## src/core/pdpwm_pkg.sv

```systemverilog
package pdpwm_pkg;

    // Bus geometry: printed offsets are register indices, byte address is index times four
    localparam int          ADDR_W              = 18;
    localparam int          DATA_W              = 32;
    localparam logic [15:0] IDX_CLOCK_CONTROL   = 16'hFFD0;
    localparam logic [15:0] IDX_DUTY_UPPER_HALF = 16'hFFD1;
    localparam logic [15:0] IDX_DUTY_LOWER_HALF = 16'hFFD2;
    localparam logic [15:0] IDX_PORT_MODE_SEL   = 16'hFFD3;
    localparam logic [15:0] IDX_PWM_STATUS      = 16'hFFD4;

    localparam logic [ADDR_W-1:0] ADDR_CLOCK_CONTROL   = {IDX_CLOCK_CONTROL, 2'b00};
    localparam logic [ADDR_W-1:0] ADDR_DUTY_UPPER_HALF = {IDX_DUTY_UPPER_HALF, 2'b00};
    localparam logic [ADDR_W-1:0] ADDR_DUTY_LOWER_HALF = {IDX_DUTY_LOWER_HALF, 2'b00};
    localparam logic [ADDR_W-1:0] ADDR_PORT_MODE_SEL   = {IDX_PORT_MODE_SEL, 2'b00};
    localparam logic [ADDR_W-1:0] ADDR_PWM_STATUS      = {IDX_PWM_STATUS, 2'b00};

    // Field positions
    localparam int CLOCK_SELECT_BIT = 0;
    localparam int PORT_MODE_BIT    = 0;
    localparam int UPPER_W          = 6;
    localparam int LOWER_W          = 8;
    localparam int DUTY_W           = 14;
    localparam int SUB_IDX_W        = 6;   // 64 sub-pulses per period
    localparam int SUB_POS_W        = 8;   // 256 half input clocks per sub-pulse
    localparam int HIGH_W           = 9;

    // Values after reset and fixed read values
    localparam logic [7:0] RST_CLOCK_CONTROL   = 8'hFE;
    localparam logic [7:0] RST_DUTY_UPPER_HALF = 8'hC0;
    localparam logic [7:0] RST_DUTY_LOWER_HALF = 8'h00;
    localparam logic [7:0] READ_ALL_ONES       = 8'hFF;
    localparam logic       RST_PORT_MODE       = 1'b0;

    // Duty value as two halves, upper on top
    typedef struct packed {
        logic [UPPER_W-1:0] upper;
        logic [LOWER_W-1:0] lower;
    } pdpwm_duty_t;

endpackage : pdpwm_pkg

```

## src/core/pdpwm_core.sv

```systemverilog
// Our own choice: register access over APB.
`timescale 1ns/10ps

module pdpwm_core (
    // Clock and reset
    input  wire logic                         clk,
    input  wire logic                         rst,
    // APB slave
    input  wire logic                         psel,
    input  wire logic                         penable,
    input  wire logic                         pwrite,
    input  wire logic [pdpwm_pkg::ADDR_W-1:0] paddr,
    input  wire logic [pdpwm_pkg::DATA_W-1:0] pwdata,
    output logic      [pdpwm_pkg::DATA_W-1:0] prdata,
    output logic                              pready,
    output logic                              pslverr,
    // Shared pin
    output logic                              pwmOut,
    output logic                              pwmPinSel
);
    import pdpwm_pkg::*;

    // Clock select state
    logic                 clkSel_q,    clkSel_d;
    // Port mode state
    logic                 portMode_q,  portMode_d;
    // Duty staging and transfer state
    pdpwm_duty_t          stage_q,     stage_d;
    pdpwm_duty_t          active_q,    active_d;
    logic                 pending_q,   pending_d;
    // Divider state
    logic                 divPhase_q,  divPhase_d;
    // Period counter state
    logic [DUTY_W-1:0]    halfCnt_q,   halfCnt_d;
    // Pin state
    logic                 pwmOut_q,    pwmOut_d;
    // Bus answer state
    logic [DATA_W-1:0]    prdata_q,    prdata_d;
    logic                 pready_q,    pready_d;
    logic                 pslverr_q,   pslverr_d;

    // Address decode and write strobes
    logic                 setupPhase;
    logic                 hitClock;
    logic                 hitUpper;
    logic                 hitLower;
    logic                 hitPort;
    logic                 hitStatus;
    logic                 hitAny;
    logic                 wrStrobe;
    logic                 wrClock;
    logic                 wrUpper;
    logic                 wrLower;
    logic                 wrPort;
    // Waveform helpers
    logic                 halfEn;
    logic                 periodEnd;
    logic                 transfer;
    logic [SUB_IDX_W-1:0] subIdx;
    logic [SUB_IDX_W-1:0] revIdx;
    logic [SUB_POS_W-1:0] subPos;
    logic [HIGH_W-1:0]    highLen;
    logic                 extraHigh;
    logic [DUTY_W-1:0]    dutyVal;
    // Read path
    logic [DATA_W-1:0]    statusWord;

    // Decode once; write and read paths share the same hits
    assign setupPhase = psel && !penable;
    assign hitClock   = (paddr == ADDR_CLOCK_CONTROL);
    assign hitUpper   = (paddr == ADDR_DUTY_UPPER_HALF);
    assign hitLower   = (paddr == ADDR_DUTY_LOWER_HALF);
    assign hitPort    = (paddr == ADDR_PORT_MODE_SEL);
    assign hitStatus  = (paddr == ADDR_PWM_STATUS);
    assign hitAny     = hitClock || hitUpper || hitLower || hitPort || hitStatus;

    // A write lands only at the edge that completes the access phase
    assign wrStrobe = psel && penable && pready_q && pwrite;
    assign wrClock  = wrStrobe && hitClock;
    assign wrUpper  = wrStrobe && hitUpper;
    assign wrLower  = wrStrobe && hitLower;
    assign wrPort   = wrStrobe && hitPort;

    // One enable per half input clock: every clock at /2, every other clock at /4
    assign halfEn    = clkSel_q ? divPhase_q : 1'b1;
    assign periodEnd = halfEn && (halfCnt_q == {DUTY_W{1'b1}});
    assign transfer  = periodEnd && pending_q;
    assign subIdx    = halfCnt_q[DUTY_W-1 -: SUB_IDX_W];
    assign subPos    = halfCnt_q[SUB_POS_W-1:0];
    assign dutyVal   = active_q;

    // Bit-reversed pulse index spreads the remainder over the period
    // so the extra half clocks never bunch up in one part of it
    always_comb begin
        for (int i = 0; i < SUB_IDX_W; i++) begin
            revIdx[i] = subIdx[SUB_IDX_W-1-i];
        end
    end

    // Each pulse is high for 1 + duty[13:6] half clocks, plus one on chosen pulses
    always_comb begin
        extraHigh = revIdx < dutyVal[SUB_IDX_W-1:0];
        highLen   = HIGH_W'(dutyVal[DUTY_W-1:SUB_IDX_W]) + HIGH_W'(1)
                  + HIGH_W'(extraHigh);
    end

    // Clock select: only bit 0 has a flop; reserved bits are constants on read
    // A rate change is not period-synced and bends the running period
    always_comb begin
        clkSel_d = clkSel_q;
        if (wrClock) begin
            clkSel_d = pwdata[CLOCK_SELECT_BIT];
        end
    end

    always_ff @(posedge clk) begin
        if (rst) begin
            clkSel_q <= RST_CLOCK_CONTROL[CLOCK_SELECT_BIT];
        end else begin
            clkSel_q <= clkSel_d;
        end
    end

    // Port mode: hands the shared pin to the generator
    always_comb begin
        portMode_d = portMode_q;
        if (wrPort) begin
            portMode_d = pwdata[PORT_MODE_BIT];
        end
    end

    always_ff @(posedge clk) begin
        if (rst) begin
            portMode_q <= RST_PORT_MODE;
        end else begin
            portMode_q <= portMode_d;
        end
    end

    // Duty staging: halves collect here and never reach the waveform directly
    always_comb begin
        stage_d = stage_q;
        if (wrUpper) begin
            stage_d.upper = pwdata[UPPER_W-1:0];
        end
        if (wrLower) begin
            stage_d.lower = pwdata[LOWER_W-1:0];
        end
    end

    always_ff @(posedge clk) begin
        if (rst) begin
            stage_q <= {RST_DUTY_UPPER_HALF[UPPER_W-1:0], RST_DUTY_LOWER_HALF};
        end else begin
            stage_q <= stage_d;
        end
    end

    // Transfer waits for the period boundary so a period never mixes two values
    // An upper write in the transfer cycle wins and waits for the next boundary
    always_comb begin
        active_d  = active_q;
        pending_d = pending_q;
        if (transfer) begin
            active_d  = stage_q;
            pending_d = 1'b0;
        end
        if (wrUpper) begin
            pending_d = 1'b1;
        end
    end

    always_ff @(posedge clk) begin
        if (rst) begin
            active_q  <= {RST_DUTY_UPPER_HALF[UPPER_W-1:0], RST_DUTY_LOWER_HALF};
            pending_q <= 1'b0;
        end else begin
            active_q  <= active_d;
            pending_q <= pending_d;
        end
    end

    // Divider phase toggles freely; at /2 nothing looks at it
    always_comb begin
        divPhase_d = ~divPhase_q;
    end

    always_ff @(posedge clk) begin
        if (rst) begin
            divPhase_q <= 1'b0;
        end else begin
            divPhase_q <= divPhase_d;
        end
    end

    // Period counter in half input clocks; it wraps at each period end
    always_comb begin
        halfCnt_d = halfCnt_q;
        if (halfEn) begin
            halfCnt_d = halfCnt_q + DUTY_W'(1);
        end
    end

    always_ff @(posedge clk) begin
        if (rst) begin
            halfCnt_q <= '0;
        end else begin
            halfCnt_q <= halfCnt_d;
        end
    end

    // Pulse compare is registered so the pin comes straight from a flop
    // Pin stays low unless the port mode hands it to the generator
    always_comb begin
        pwmOut_d = 1'b0;
        if (portMode_q) begin
            pwmOut_d = ({1'b0, subPos} < highLen);
        end
    end

    always_ff @(posedge clk) begin
        if (rst) begin
            pwmOut_q <= 1'b0;
        end else begin
            pwmOut_q <= pwmOut_d;
        end
    end

    // Status word: sub-pulse index, transfer pending, clock select, active duty
    assign statusWord = DATA_W'({subIdx, pending_q, clkSel_q, active_q});

    // Zero-wait answer: ready stands for the one access cycle after setup
    always_comb begin
        pready_d = setupPhase;
    end

    always_ff @(posedge clk) begin
        if (rst) begin
            pready_q <= 1'b0;
        end else begin
            pready_q <= pready_d;
        end
    end

    // Error only for unmapped addresses; the write path finds no hit there
    always_comb begin
        pslverr_d = setupPhase && !hitAny;
    end

    always_ff @(posedge clk) begin
        if (rst) begin
            pslverr_q <= 1'b0;
        end else begin
            pslverr_q <= pslverr_d;
        end
    end

    // Read data prepared in setup; write-only registers read as ones
    always_comb begin
        prdata_d = '0;
        if (setupPhase) begin
            if (hitClock) begin
                prdata_d = DATA_W'(READ_ALL_ONES);
            end else if (hitUpper || hitLower) begin
                prdata_d = DATA_W'(READ_ALL_ONES);
            end else if (hitPort) begin
                prdata_d = DATA_W'(portMode_q);
            end else if (hitStatus) begin
                prdata_d = statusWord;
            end
        end
    end

    always_ff @(posedge clk) begin
        if (rst) begin
            prdata_q <= '0;
        end else begin
            prdata_q <= prdata_d;
        end
    end

    // Outputs straight from flops
    assign prdata    = prdata_q;
    assign pready    = pready_q;
    assign pslverr   = pslverr_q;
    assign pwmOut    = pwmOut_q;
    assign pwmPinSel = portMode_q;

endmodule : pdpwm_core

```

## config.mk

```make
export PLATFORM = sky130hd
export DESIGN_NAME = pdpwm_core
export DESIGN_NICKNAME = d
export VERILOG_FILES = /design/src/core/pdpwm_pkg.sv /design/src/core/pdpwm_core.sv
export SDC_FILE = /design/constraint.sdc
export NUM_CORES = 1
export LEC_CHECK = 0
export ABC_CLOCK_PERIOD_IN_PS = 8000
export BUFFER_PORTS_ARGS = -buffer_cell sky130_fd_sc_hd__buf_4
export CORE_MARGIN = 5
export CORE_UTILIZATION = 56
export DETAILED_ROUTE_END_ITERATION = 8
export PLACE_DENSITY_LB_ADDON = 0.2
export SYNTH_ARGS = -nofsm -noshare
export SYNTH_HDL_FRONTEND = slang
export SYNTH_SLANG_ARGS = --single-unit
```

## constraint.sdc

```tcl
create_clock -name clk -period 8 [get_ports clk]
set_input_delay 0.4 -clock clk [delete_from_list [all_inputs] [get_ports clk]]
set_output_delay 0.4 -clock clk [all_outputs]
set_load 0.01 [all_outputs]
```

==> qor.txt, run 1 <==
Slew HR -> 17.91%
CTS H-tree depth -> 3
Worst-path cell chain -> inv_1 -> ha_1 -> a21oi_1 -> o21ai_0 -> a31o_2 -> ha_1 -> inv_1 -> ha_1 -> nand3_1 -> nor2_1 -> xnor2_1 -> ha_1 -> nand4_1 -> a21o_1 -> a31oi_1 -> nor2_1
Setup Viol. Count Final -> 0
Setup CP Type -> reg -> reg
Pwr per Cell Area -> 176.0 nW/µm²
# IOs -> 91
Worst-margin pin slew -> 1.225 ns
Number of setup buffers added after CTS -> 0
Hold WC Path Type -> in -> reg
1st-iter DRT viols -> 125
Seq cells post-synth -> 71
Synth cell types -> 45
Layout filler cell count -> 481
DR pass1 iterations -> 4
Startpoint Class -> flip-flop
Pin count of the biggest net entering global routing -> 57
Hold_buf cts -> 0
Fin crit share -> 37.57%
Core Region -> 5608 µm²
CTS tree -> done
Die Span X -> 86.59 µm
Post-route design area -> 3862 µm²
P_leak -> 1.537 nW
Resized cells post-CTS -> 0
Port buffer count -> 56
Run status -> finished, final reports clean
Synth Instances -> 338
Die Area -> 7497 µm²
Drt wl/cell -> 14.39 µm
Drt via density -> 5.379
Unrepaired setup endpoints after global routing -> false
Total track usage -> 19.31%
DP HPWL -> 4704 µm
Syn Std Cell Area -> 3284 µm²
CP dominant cell by count -> ha_1
Data arrival time of the critical path -> 3.23 ns
Vias in the first global route -> 2,368
Crit path time final -> 3.006 ns
Antenna diodes -> 0
Worst Skew -> 0.009533 ns
Routed Antenna Nets -> 0
Final Wtd Congestion -> 0.7952
Seq/Total Area, Yosys -> 43.28%
Post-route setup TNS -> 0 ns
Max incr delay on CP -> 0.34 ns
Ys Warns -> 0
Cell Rows -> 27
Area taken by multi-input logic gates -> 1692 µm²
CP max FO -> 3
Crit. End Element -> flip-flop
Share of cells above drive strength 1 -> 20.92%
Peak supply drop -> 107.9 µV
Clock slew at reported path FFs -> 0.07 ns
Grt ovf -> 0
Yosys top cell area share -> 43.28%
Remaining DRCs -> 0
WL final -> 6678 µm
Initial core utilization -> 58.57%
Clock Tree Buf Depth -> 2
Synth area leaders -> dfxtp_1 43%, mux2i_1 7.6%, nand2b_1 6.5%
End point of the critical path -> pwmOut
Cells after DPL -> 449
Antenna violations before repair -> 0
Worst skew pair latency -> 0.34 ns
Flop-to-flop setup slack -> 4.99 ns
Post-layout nets -> 458
Die H -> 86.59 µm
WP depth -> 16
Final Hold Viols -> 0
TritonCTS Buffers -> 9
Seq. cell area -> 1421 µm²
Slowest CP cell -> dfxtp_1
First-pass GRT wire length -> 11,450 µm
Clk root buf -> clkbuf_8
Post-route non-filler standard cell count -> 464
Max Slew Vio Count -> 0
Worst Setup SP -> active_q[3]
Max_cap viols -> 0
Clock Sinks -> 71
Synth Area per Inst -> 9.717 µm²
DR vias -> 2,496
Fmax -> 0.3327 GHz
Worst reg2reg path startpoint -> active_q[3]
Worst path top cell family by delay -> adder cells
P&R area growth vs syn -> 17.60%
Placed cell area -> 3665 µm²
Worst R2R End -> pwmOut
Buffers & Inverters on Critical Path -> 2
Worst R2R Path Depth -> 16
Post-synth top area cell -> dfxtp_1
Req. time, crit path -> 8.23 ns
[routing by layer]
metal  global-route usage, %  wire length (µm)
met1                   25.04              3095
met2                   31.71              3172
met3                   3.612               321
met4                   7.507                89
met5                       0                 0
[where the power goes]
part	total, W	internal, W	switching (W)
combinational	0.0000344	0.0000182	0.0000162
sequential	0.000358	0.000355	0.00000237
clock	0.000288	0.000159	0.000129
[how the worst min path moves through the flow]
stage	from	to	slack (ns)	cells after the start
after global placement	divPhase_q	divPhase_q	0.39	1
after detailed placement	divPhase_q	divPhase_q	0.40	1
after floorplan	divPhase_q	divPhase_q	0.38	1
after global routing	pwdata[7]	stage_q[7]	0.32	3
final	pwdata[6]	stage_q[6]	0.33	3
after CTS	pwdata[6]	stage_q[6]	0.32	3
[flip-flops by register name, summed over array words and instances, names as in the netlist, 14 cells and up]
signal and cells:
stage_q 14, prdata 22, halfCnt_q 14, active_q 14
[synthesized netlist by cell type, drive strengths merged]
master and instances:
and4 1, o21ai 5, or3 3, a21o 3, or4 8, mux2i 25, o211ai 2, dfxtp 71
nor4b 1, ha 15, buf 17, a21oi 17, nor4 1, a211oi 1, nand4 10, o32ai 1
or4b 1, nand3 20, xor2 9, clkbuf 9, nor2 15, nand2 9, and2 17, a31o 1
conb 1, inv 11, and3b 1, mux2 1, a31oi 2, and4bb 1, nor2b 2, or3b 1
nand2b 34, and3 3, nor3 3, nand4b 2, xnor2 4, o31ai 9, nor3b 1
[cells in the final DEF, fill, tap and decap left out, types with 4 or more instances in the layout]
cell type and n:
dfxtp_1 71, nand2_1 9, xnor2_1 4, nor2_1 15
nand3_1 18, clkbuf_8 11, nand4_1 10, a21oi_1 17
o21ai_0 5, o31ai_1 9, or4_1 8, inv_1 11
mux2i_1 25, and2_1 17, nand2b_1 34, ha_1 15
xor2_1 9, buf_4 56, conb_1 10
[worst register-to-register path, stage by stage, from the launching register on]
cell,delay (ns)
dfxtp_1,0.34
inv_1,0.07
ha_1,0.31
a21oi_1,0.13
o21ai_0,0.10
a31o_2,0.25
ha_1,0.20
inv_1,0.07
ha_1,0.18
nand3_1,0.15
nor2_1,0.18
xnor2_1,0.08
ha_1,0.32
nand4_1,0.10
a21o_1,0.16
a31oi_1,0.18
nor2_1,0.07
[cell families after synthesis]
kind of cell / synth area share, %
AOI/OAI and AO/OA: 7.695
adders and majority gates: 5.714
xor gates and xnor gates: 3.467
DFF: 43.28
muxes: 7.962
buffers and inverters: 6.247
and+or+nand+nor: 25.52
other: 0.1142
[layout make-up]
| type | instances | share of cell area [%] |
|---|---|---|
| repair buffers | 56 | 10.88 |
| clock buffers | 12 | 4.017 |
| multi-input cells | 239 | 43.80 |
| clock inverters | 3 | 1.101 |
| inverters | 11 | 1.069 |
| well taps | 72 | 2.332 |
| flip-flops and latches | 71 | 36.80 |
[through the flow]
| stage | setup slack, ns | power [W] | utilization [%] | hold WS, ns |
|---|---|---|---|---|
| after floorplan | 5.329 | 0.0003873 | - | 0.3835 |
| after global placement | 5.066 | 0.0003987 | 65.35 | 0.3934 |
| after detailed placement | 5.023 | 0.0003998 | 65.35 | 0.4036 |
| after CTS | 4.994 | 0.0006802 | 68.88 | 0.3243 |
| after global routing | 4.709 | 0.0007060 | 68.88 | 0.3206 |
| final | 4.994 | 0.0006799 | 68.88 | 0.3300 |
Note: power is estimated with default switching activity, not from simulation.
==> inputs of run 2 (changes only) <==
ABC_CLOCK_PERIOD_IN_PS = 3000   (was 8000)
CORE_UTILIZATION = 52   (was 56)
clock period = 3 ns   (was 8 ns; I/O delays follow)
==> run 2 against run 1 <==
  * Die area rose by 6.8%
  * Wire length up 1.5%
  * Count of clock-buffer cells in the layout fell by 2
  * Power rose to 2.6 times the previous value
  * Combinational power increased to 2.7 times the previous value
  * Critical path type unchanged
  * Cell count rose by 1.5%
  * Clock skew decreased by 0.0018 ns
  * Global-route usage down 1.4 points
  * Sequential share of layout area fell by 0.54 points
  * Worst hold slack worse by 0.26 ns
==> qor.txt, run 2 (same netlist as run 1, synthesis figures left out) <==
Run status -> finished, final reports clean
Hold WC Path Type -> in -> reg
Worst reg2reg path startpoint -> active_q[1]
Comb pwr share -> 5.2% (about the same)
Clock slew at reported path FFs -> 0.07 ns (about the same)
P&R area growth vs syn -> 19.47%
Crit. End Element -> flip-flop
Switching Fraction -> 21.90% (+0.22 points)
Pwr per Cell Area -> 453.7 nW/µm² (+160%)
Hold path depth -> 3 (unchanged)
Number of setup buffers added after CTS -> 0 (unchanged)
Worst-path cell chain -> inv_1 -> ha_1 -> a21oi_1 -> o21ai_1 -> a31o_2 -> ha_2 -> inv_2 -> ha_4 -> nand3_2 -> nor2_2 -> xnor2_1 -> ha_1 -> nand4_1 -> a21o_1 -> a31oi_1 -> nor2_1
Tot Pwr -> 0.001780 W (+160%)
DP HPWL -> 4847 µm (+3.0%)
Max incr delay on CP -> 0.33 ns (about the same)
Cell Rows -> 29 (+7.4%)
Most frequent cells in the layout -> 70 x dfxtp_1, 59 x buf_4, 34 x nand2b_1, 25 x mux2i_1
Clk root buf -> clkbuf_8
Share of cells above drive strength 1 -> 23.86% (+2.9 points)
WL final -> 6777 µm (+1.5%)
Clk pwr share -> 41.3% (-1.0 points)
Buffers & Inverters on Critical Path -> 2 (unchanged)
Die Area -> 8006 µm² (+6.8%)
Clock Sinks -> 71 (unchanged)
Setup CP Type -> reg -> reg
P_leak -> 1.545 nW (+0.50%)
Req. time, crit path -> 3.23 ns (-5.00 ns)
Final Wtd Congestion -> 0.8125 (+2.2%)
First-pass GRT wire length -> 10,890 µm (-4.9%)
Reg power frac -> 53.6% (+1.0 points)
Commonest non-fill, non-tap cell in the layout -> dfxtp_1
Max_cap viols -> 0 (unchanged)
CP max FO -> 3 (unchanged)
DR vias -> 2,470 (-1.0%)
Slew HR -> 64.34% (+46 points)
Post-layout nets -> 461 (+0.66%)
Routed Antenna Nets -> 0 (unchanged)
Hold_sp -> pwdata[7]
Crit path time final -> 2.806 ns (-0.2000 ns)
Pre-CTS setup slack -> 0.03692 ns (-4.986 ns)
Antenna violations before repair -> 0 (unchanged)
Fin crit share -> 93.52% (+56 points)
Worst R2R Path Depth -> 16 (unchanged)
Port buffer count -> 56 (unchanged)
Worst hold endpoint -> stage_q[7]
Die Span X -> 89.48 µm (+3.3%)
Final Hold Viols -> 0 (unchanged)
Flop-to-flop setup slack -> 0.19 ns (-4.80 ns)
Final Worst Setup Slack -> 0.1943 ns (-4.800 ns)
Max Slew Vio Count -> 0 (unchanged)
Grt ovf -> 0 (unchanged)
Net Switching -> 0.0003899 W (+160%)
Slowest CP cell -> dfxtp_2
Post-route setup TNS -> 0 ns (unchanged)
DR pass1 iterations -> 4 (unchanged)
Clock Tree Buf Depth -> 2 (unchanged)
TritonCTS Buffers -> 9 (unchanged)
Antenna diodes -> 0 (unchanged)
Die H -> 89.48 µm (+3.3%)
Vias in the first global route -> 2,313 (-2.3%)
CTS tree -> done
CTS H-tree depth -> 3 (unchanged)
CP dominant cell by count -> ha_1
Int Power -> 0.001390 W (+160%)
Number of flip-flops in the largest register -> 22 (unchanged)
Fmax -> 0.3564 GHz (+7.1%)
Core Region -> 6241 µm² (+11%)
Setup Viol. Count Final -> 0 (unchanged)
Unrepaired setup endpoints after global routing -> false
Initial core utilization -> 52.63% (-5.9 points)
Drt via density -> 5.244 (-2.5%)
Remaining DRCs -> 0 (unchanged)
Worst Skew -> 0.007754 ns (-0.001779 ns)
Worst-margin pin slew -> 0.5331 ns (-0.6916 ns)
Startpoint Class -> flip-flop
Peak supply drop -> 242.4 µV (+120%)
Worst R2R End -> pwmOut
Data arrival time of the critical path -> 3.03 ns (-0.20 ns)
# IOs -> 91 (unchanged)
Drt wl/cell -> 14.39 µm (about the same)
Worst path top cell family by delay -> adder cells
Pin count of the biggest net entering global routing -> 57 (unchanged)
Total track usage -> 17.86% (-1.4 points)
1st-iter DRT viols -> 103 (-18%)
Worst skew pair latency -> 0.34 ns (about the same)
## run 2: repair_timing
action | 4_1_cts | 5_1_grt
setup endpoints to repair | 0 | 1
hold buffers | 0 | 0
resized for setup | 0 | 11
## run 2: cell type report
cell class                 instances  area [µm²]
fill                             521        2317
clock buffer                      10       137.6
timing repair buffer              59       442.9
inverter                          11       41.29
tap                               77       96.34
sequential                        71        1423
multi-input combinational        239        1735
clock inverter                     4       47.55
## run 2: tightest hold or removal path: cells and delay by family
family / cells / cell delay, ns
buffers and inverters: 1 / 0.11
multiplexers: 1 / 0.06
AND/OR/NAND/NOR: 1 / 0.05
## run 2: power by group through the flow
stage | Clock (W) | Combinational, W | Sequential (W)
detailed placement | 0 | 0.0000910 | 0.000975
global placement | 0 | 0.0000884 | 0.000975
floorplan | 0 | 0.0000601 | 0.000973
finish | 0.000735 | 0.0000919 | 0.000953
CTS | 0.000752 | 0.0000912 | 0.000953
global route | 0.000793 | 0.000100 | 0.000954
## run 2: how the worst max path moves through the flow
stage | from | slack, ns | cells past startpoint | endpoint
final | active_q[1] | 0.19 | 16 | pwmOut
after global routing | active_q[1] | 0.02 | 16 | pwmOut
after CTS | active_q[3] | 0.009 | 16 | pwmOut
after detailed placement | active_q[3] | 0.04 | 16 | pwmOut
after global placement | active_q[3] | 0.09 | 16 | pwmOut
after floorplan | active_q[3] | 0.33 | 16 | pwmOut
## run 2: metrics by stage
step | util, % | area [µm²] | instances | hold WS (ns)
global placement | 59.18 | 3694 | 457 | 0.3962
floorplan | - | 3318 | 347 | 0.3057
finish | 62.87 | 3924 | 471 | 0.07331
CTS | 62.15 | 3879 | 471 | 0.05730
detailed placement | 59.18 | 3694 | 457 | 0.4039
global route | 62.87 | 3924 | 471 | 0.07468
## run 2: routing by layer
metal  track usage [%]  vias to the layer above  routed length (µm)
met5                 0                        -                   0
met4             7.713                        0                 107
met3             4.147                        9                 310
met2             29.27                       39                3280
met1             22.43                     1156                3078
li1                  -                     1266                   -
==> inputs of run 3 (changes only) <==
CELL_PAD_IN_SITES_DETAIL_PLACEMENT = 1   (was default)
CELL_PAD_IN_SITES_GLOBAL_PLACEMENT = 1   (was default)
CORE_UTILIZATION = 39   (was 52)
==> run 3 against run 2 <==
  * Combinational power grew 0.4%
  * Worst hold slack worse by 0.0066 ns
  * Cell count rose by 7.0%
  * Power increased by 11%
  * Critical path depth did not move
  * Core utilization down 13 points
  * Count of clock-buffer cells in the layout shrank 1
  * Non-clock buffer count is 3 higher
  * Die area is 29% higher
  * Worst setup slack better by 0.0036 ns
  * Sequential power about the same
==> qor.txt, run 3 (same netlist as run 1, synthesis figures left out) <==
Hold_buf cts -> 0 (unchanged)
Clock Sinks -> 71 (unchanged)
P_leak -> 1.590 nW (+2.9%)
Max_cap viols -> 0 (unchanged)
CTS H-tree depth -> 3 (unchanged)
CP max FO -> 3 (unchanged)
# IOs -> 91 (unchanged)
Max Slew Vio Count -> 0 (unchanged)
Fin crit share -> 93.40% (-0.12 points)
Initial core utilization -> 39.97% (-13 points)
DR vias -> 2,568 (+4.0%)
Worst reg2reg path startpoint -> active_q[1]
Die H -> 101.8 µm (+14%)
Worst skew pair latency -> 0.36 ns (+0.02 ns)
Remaining DRCs -> 0 (unchanged)
Startpoint Class -> flip-flop
Fin util -> 49.49% (-13 points)
Final Wtd Congestion -> 0.7566 (-6.9%)
Core Region -> 8217 µm² (+32%)
DR pass1 iterations -> 4 (unchanged)
Die Area -> 10,360 µm² (+29%)
Post-layout nets -> 464 (+0.65%)
Clk root buf -> clkbuf_8
Worst R2R End -> pwmOut
Data arrival time of the critical path -> 3.04 ns (about the same)
Hold slack -> 0.06674 ns (-0.006574 ns)
1st-iter DRT viols -> 50 (-51%)
Post-route design area -> 4066 µm² (+3.6%)
Hold_sp -> pwdata[6]
Clock slew at reported path FFs -> 0.08 ns (about the same)
Worst Skew -> 0.007776 ns (+0.00002178 ns)
Pin count of the biggest net entering global routing -> 57 (unchanged)
Commonest non-fill, non-tap cell in the layout -> dfxtp_1
Fmax -> 0.3569 GHz (+0.13%)
TritonCTS Buffers -> 9 (unchanged)
Hold WC Path Type -> in -> reg
Worst-margin pin slew -> 0.5363 ns (+0.003147 ns)
Clock Tree Buf Depth -> 2 (unchanged)
WL final -> 7930 µm (+17%)
Vias in the first global route -> 2,676 (+16%)
Tot Pwr -> 0.001981 W (+11%)
Layout filler cell count -> 945 (+81%)
Worst R2R Path Depth -> 16 (unchanged)
Run status -> finished, final reports clean
Peak supply drop -> 289.1 µV (+19%)
Req. time, crit path -> 3.24 ns (about the same)
Hold path depth -> 3 (unchanged)
DP HPWL -> 5753 µm (+19%)
CTS tree -> done
Setup Viol. Count Final -> 0 (unchanged)
Drt via density -> 5.095 (-2.8%)
Slew HR -> 64.13% (-0.21 points)
Antenna violations before repair -> 0 (unchanged)
Total track usage -> 16.24% (-1.6 points)
Drt wl/cell -> 15.73 µm (+9.4%)
Placed cell area -> 3744 µm² (+1.4%)
Antenna diodes -> 0 (unchanged)
Most frequent cells in the layout -> 69 x dfxtp_1, 62 x buf_4, 34 x nand2b_1, 25 x mux2i_1
P&R area growth vs syn -> 23.81%
Final Hold Viols -> 0 (unchanged)
Worst hold endpoint -> stage_q[6]
Flop-to-flop setup slack -> 0.20 ns (about the same)
Pwr per Cell Area -> 487.2 nW/µm² (+7.4%)
Port buffer count -> 56 (unchanged)
Setup CP Type -> reg -> reg
Share of cells above drive strength 1 -> 25.81% (+2.0 points)
Crit path time final -> 2.802 ns (-0.003609 ns)
Cell Rows -> 33 (+14%)
Crit. End Element -> flip-flop
First-pass GRT wire length -> 13,010 µm (+19%)
Number of flip-flops in the largest register -> 22 (unchanged)
Die Span X -> 101.8 µm (+14%)
Routed Antenna Nets -> 0 (unchanged)
Grt ovf -> 0 (unchanged)
[run 3: metrics by stage]
stage               setup TNS, ns  setup WS [ns]  cells
finish                          0         0.1979    504
global route            -0.008652      -0.008652    504
floorplan                       0         0.3285    347
CTS                             0        0.01808    503
global placement                0        0.06367    487
detailed placement      -0.009668      -0.009668    487
[run 3: what timing repair did]
action / in CTS / in global routing
resized for setup: 6 / 11
pin swaps: 2 / 9
setup buffers: 0 / 1
endpoints found under the setup margin: 1 / 1
endpoints found under the hold margin: 0 / 0
[run 3: worst max-delay path by stage]
| stage | start | end | depth (start not counted) |
|---|---|---|---|
| floorplan | active_q[3] | pwmOut | 16 |
| global placement | active_q[1] | pwmOut | 16 |
| detailed placement | active_q[1] | pwmOut | 16 |
| CTS | active_q[1] | pwmOut | 16 |
| global route | active_q[1] | pwmOut | 16 |
| finish | active_q[1] | pwmOut | 16 |
[run 3: area by class of cell]
type	instances	area (µm²)	area share [%]
timing repair buffer	62	465.4	11.45
clock inverter	7	120.1	2.954
multi-input combinational	239	1760	43.29
sequential	71	1424	35.02
inverter	11	41.29	1.015
tap	105	131.4	3.231
clock buffer	9	123.9	3.046
[run 3: worst max-delay path, cell delays in order (launching register included)]
cell	delay [ns]
dfxtp_2	0.33
inv_1	0.06
ha_1	0.28
a21oi_2	0.17
o21ai_2	0.07
a31o_2	0.24
ha_2	0.18
inv_2	0.08
ha_4	0.15
nand3_4	0.10
nor2_4	0.13
xnor2_1	0.07
ha_1	0.34
nand4_1	0.10
a21o_1	0.16
a31oi_1	0.17
nor2_1	0.08
[run 3: routing by layer]
metal  track usage [%]  vias to the layer above  wire (µm)
li1                  -                     1275          -
met1             20.08                     1241       3663
met2             27.16                       42       3860
met3             3.926                       10        274
met4             6.442                        0        131
met5                 0                        -          0
[run 3: where the power goes]
part           leakage [nW]  internal (W)  total (W)  switching (W)
registers             0.574      0.000947   0.000953     0.00000604
logic                 0.896     0.0000485  0.0000923      0.0000438
clock network         0.120      0.000555   0.000936       0.000381
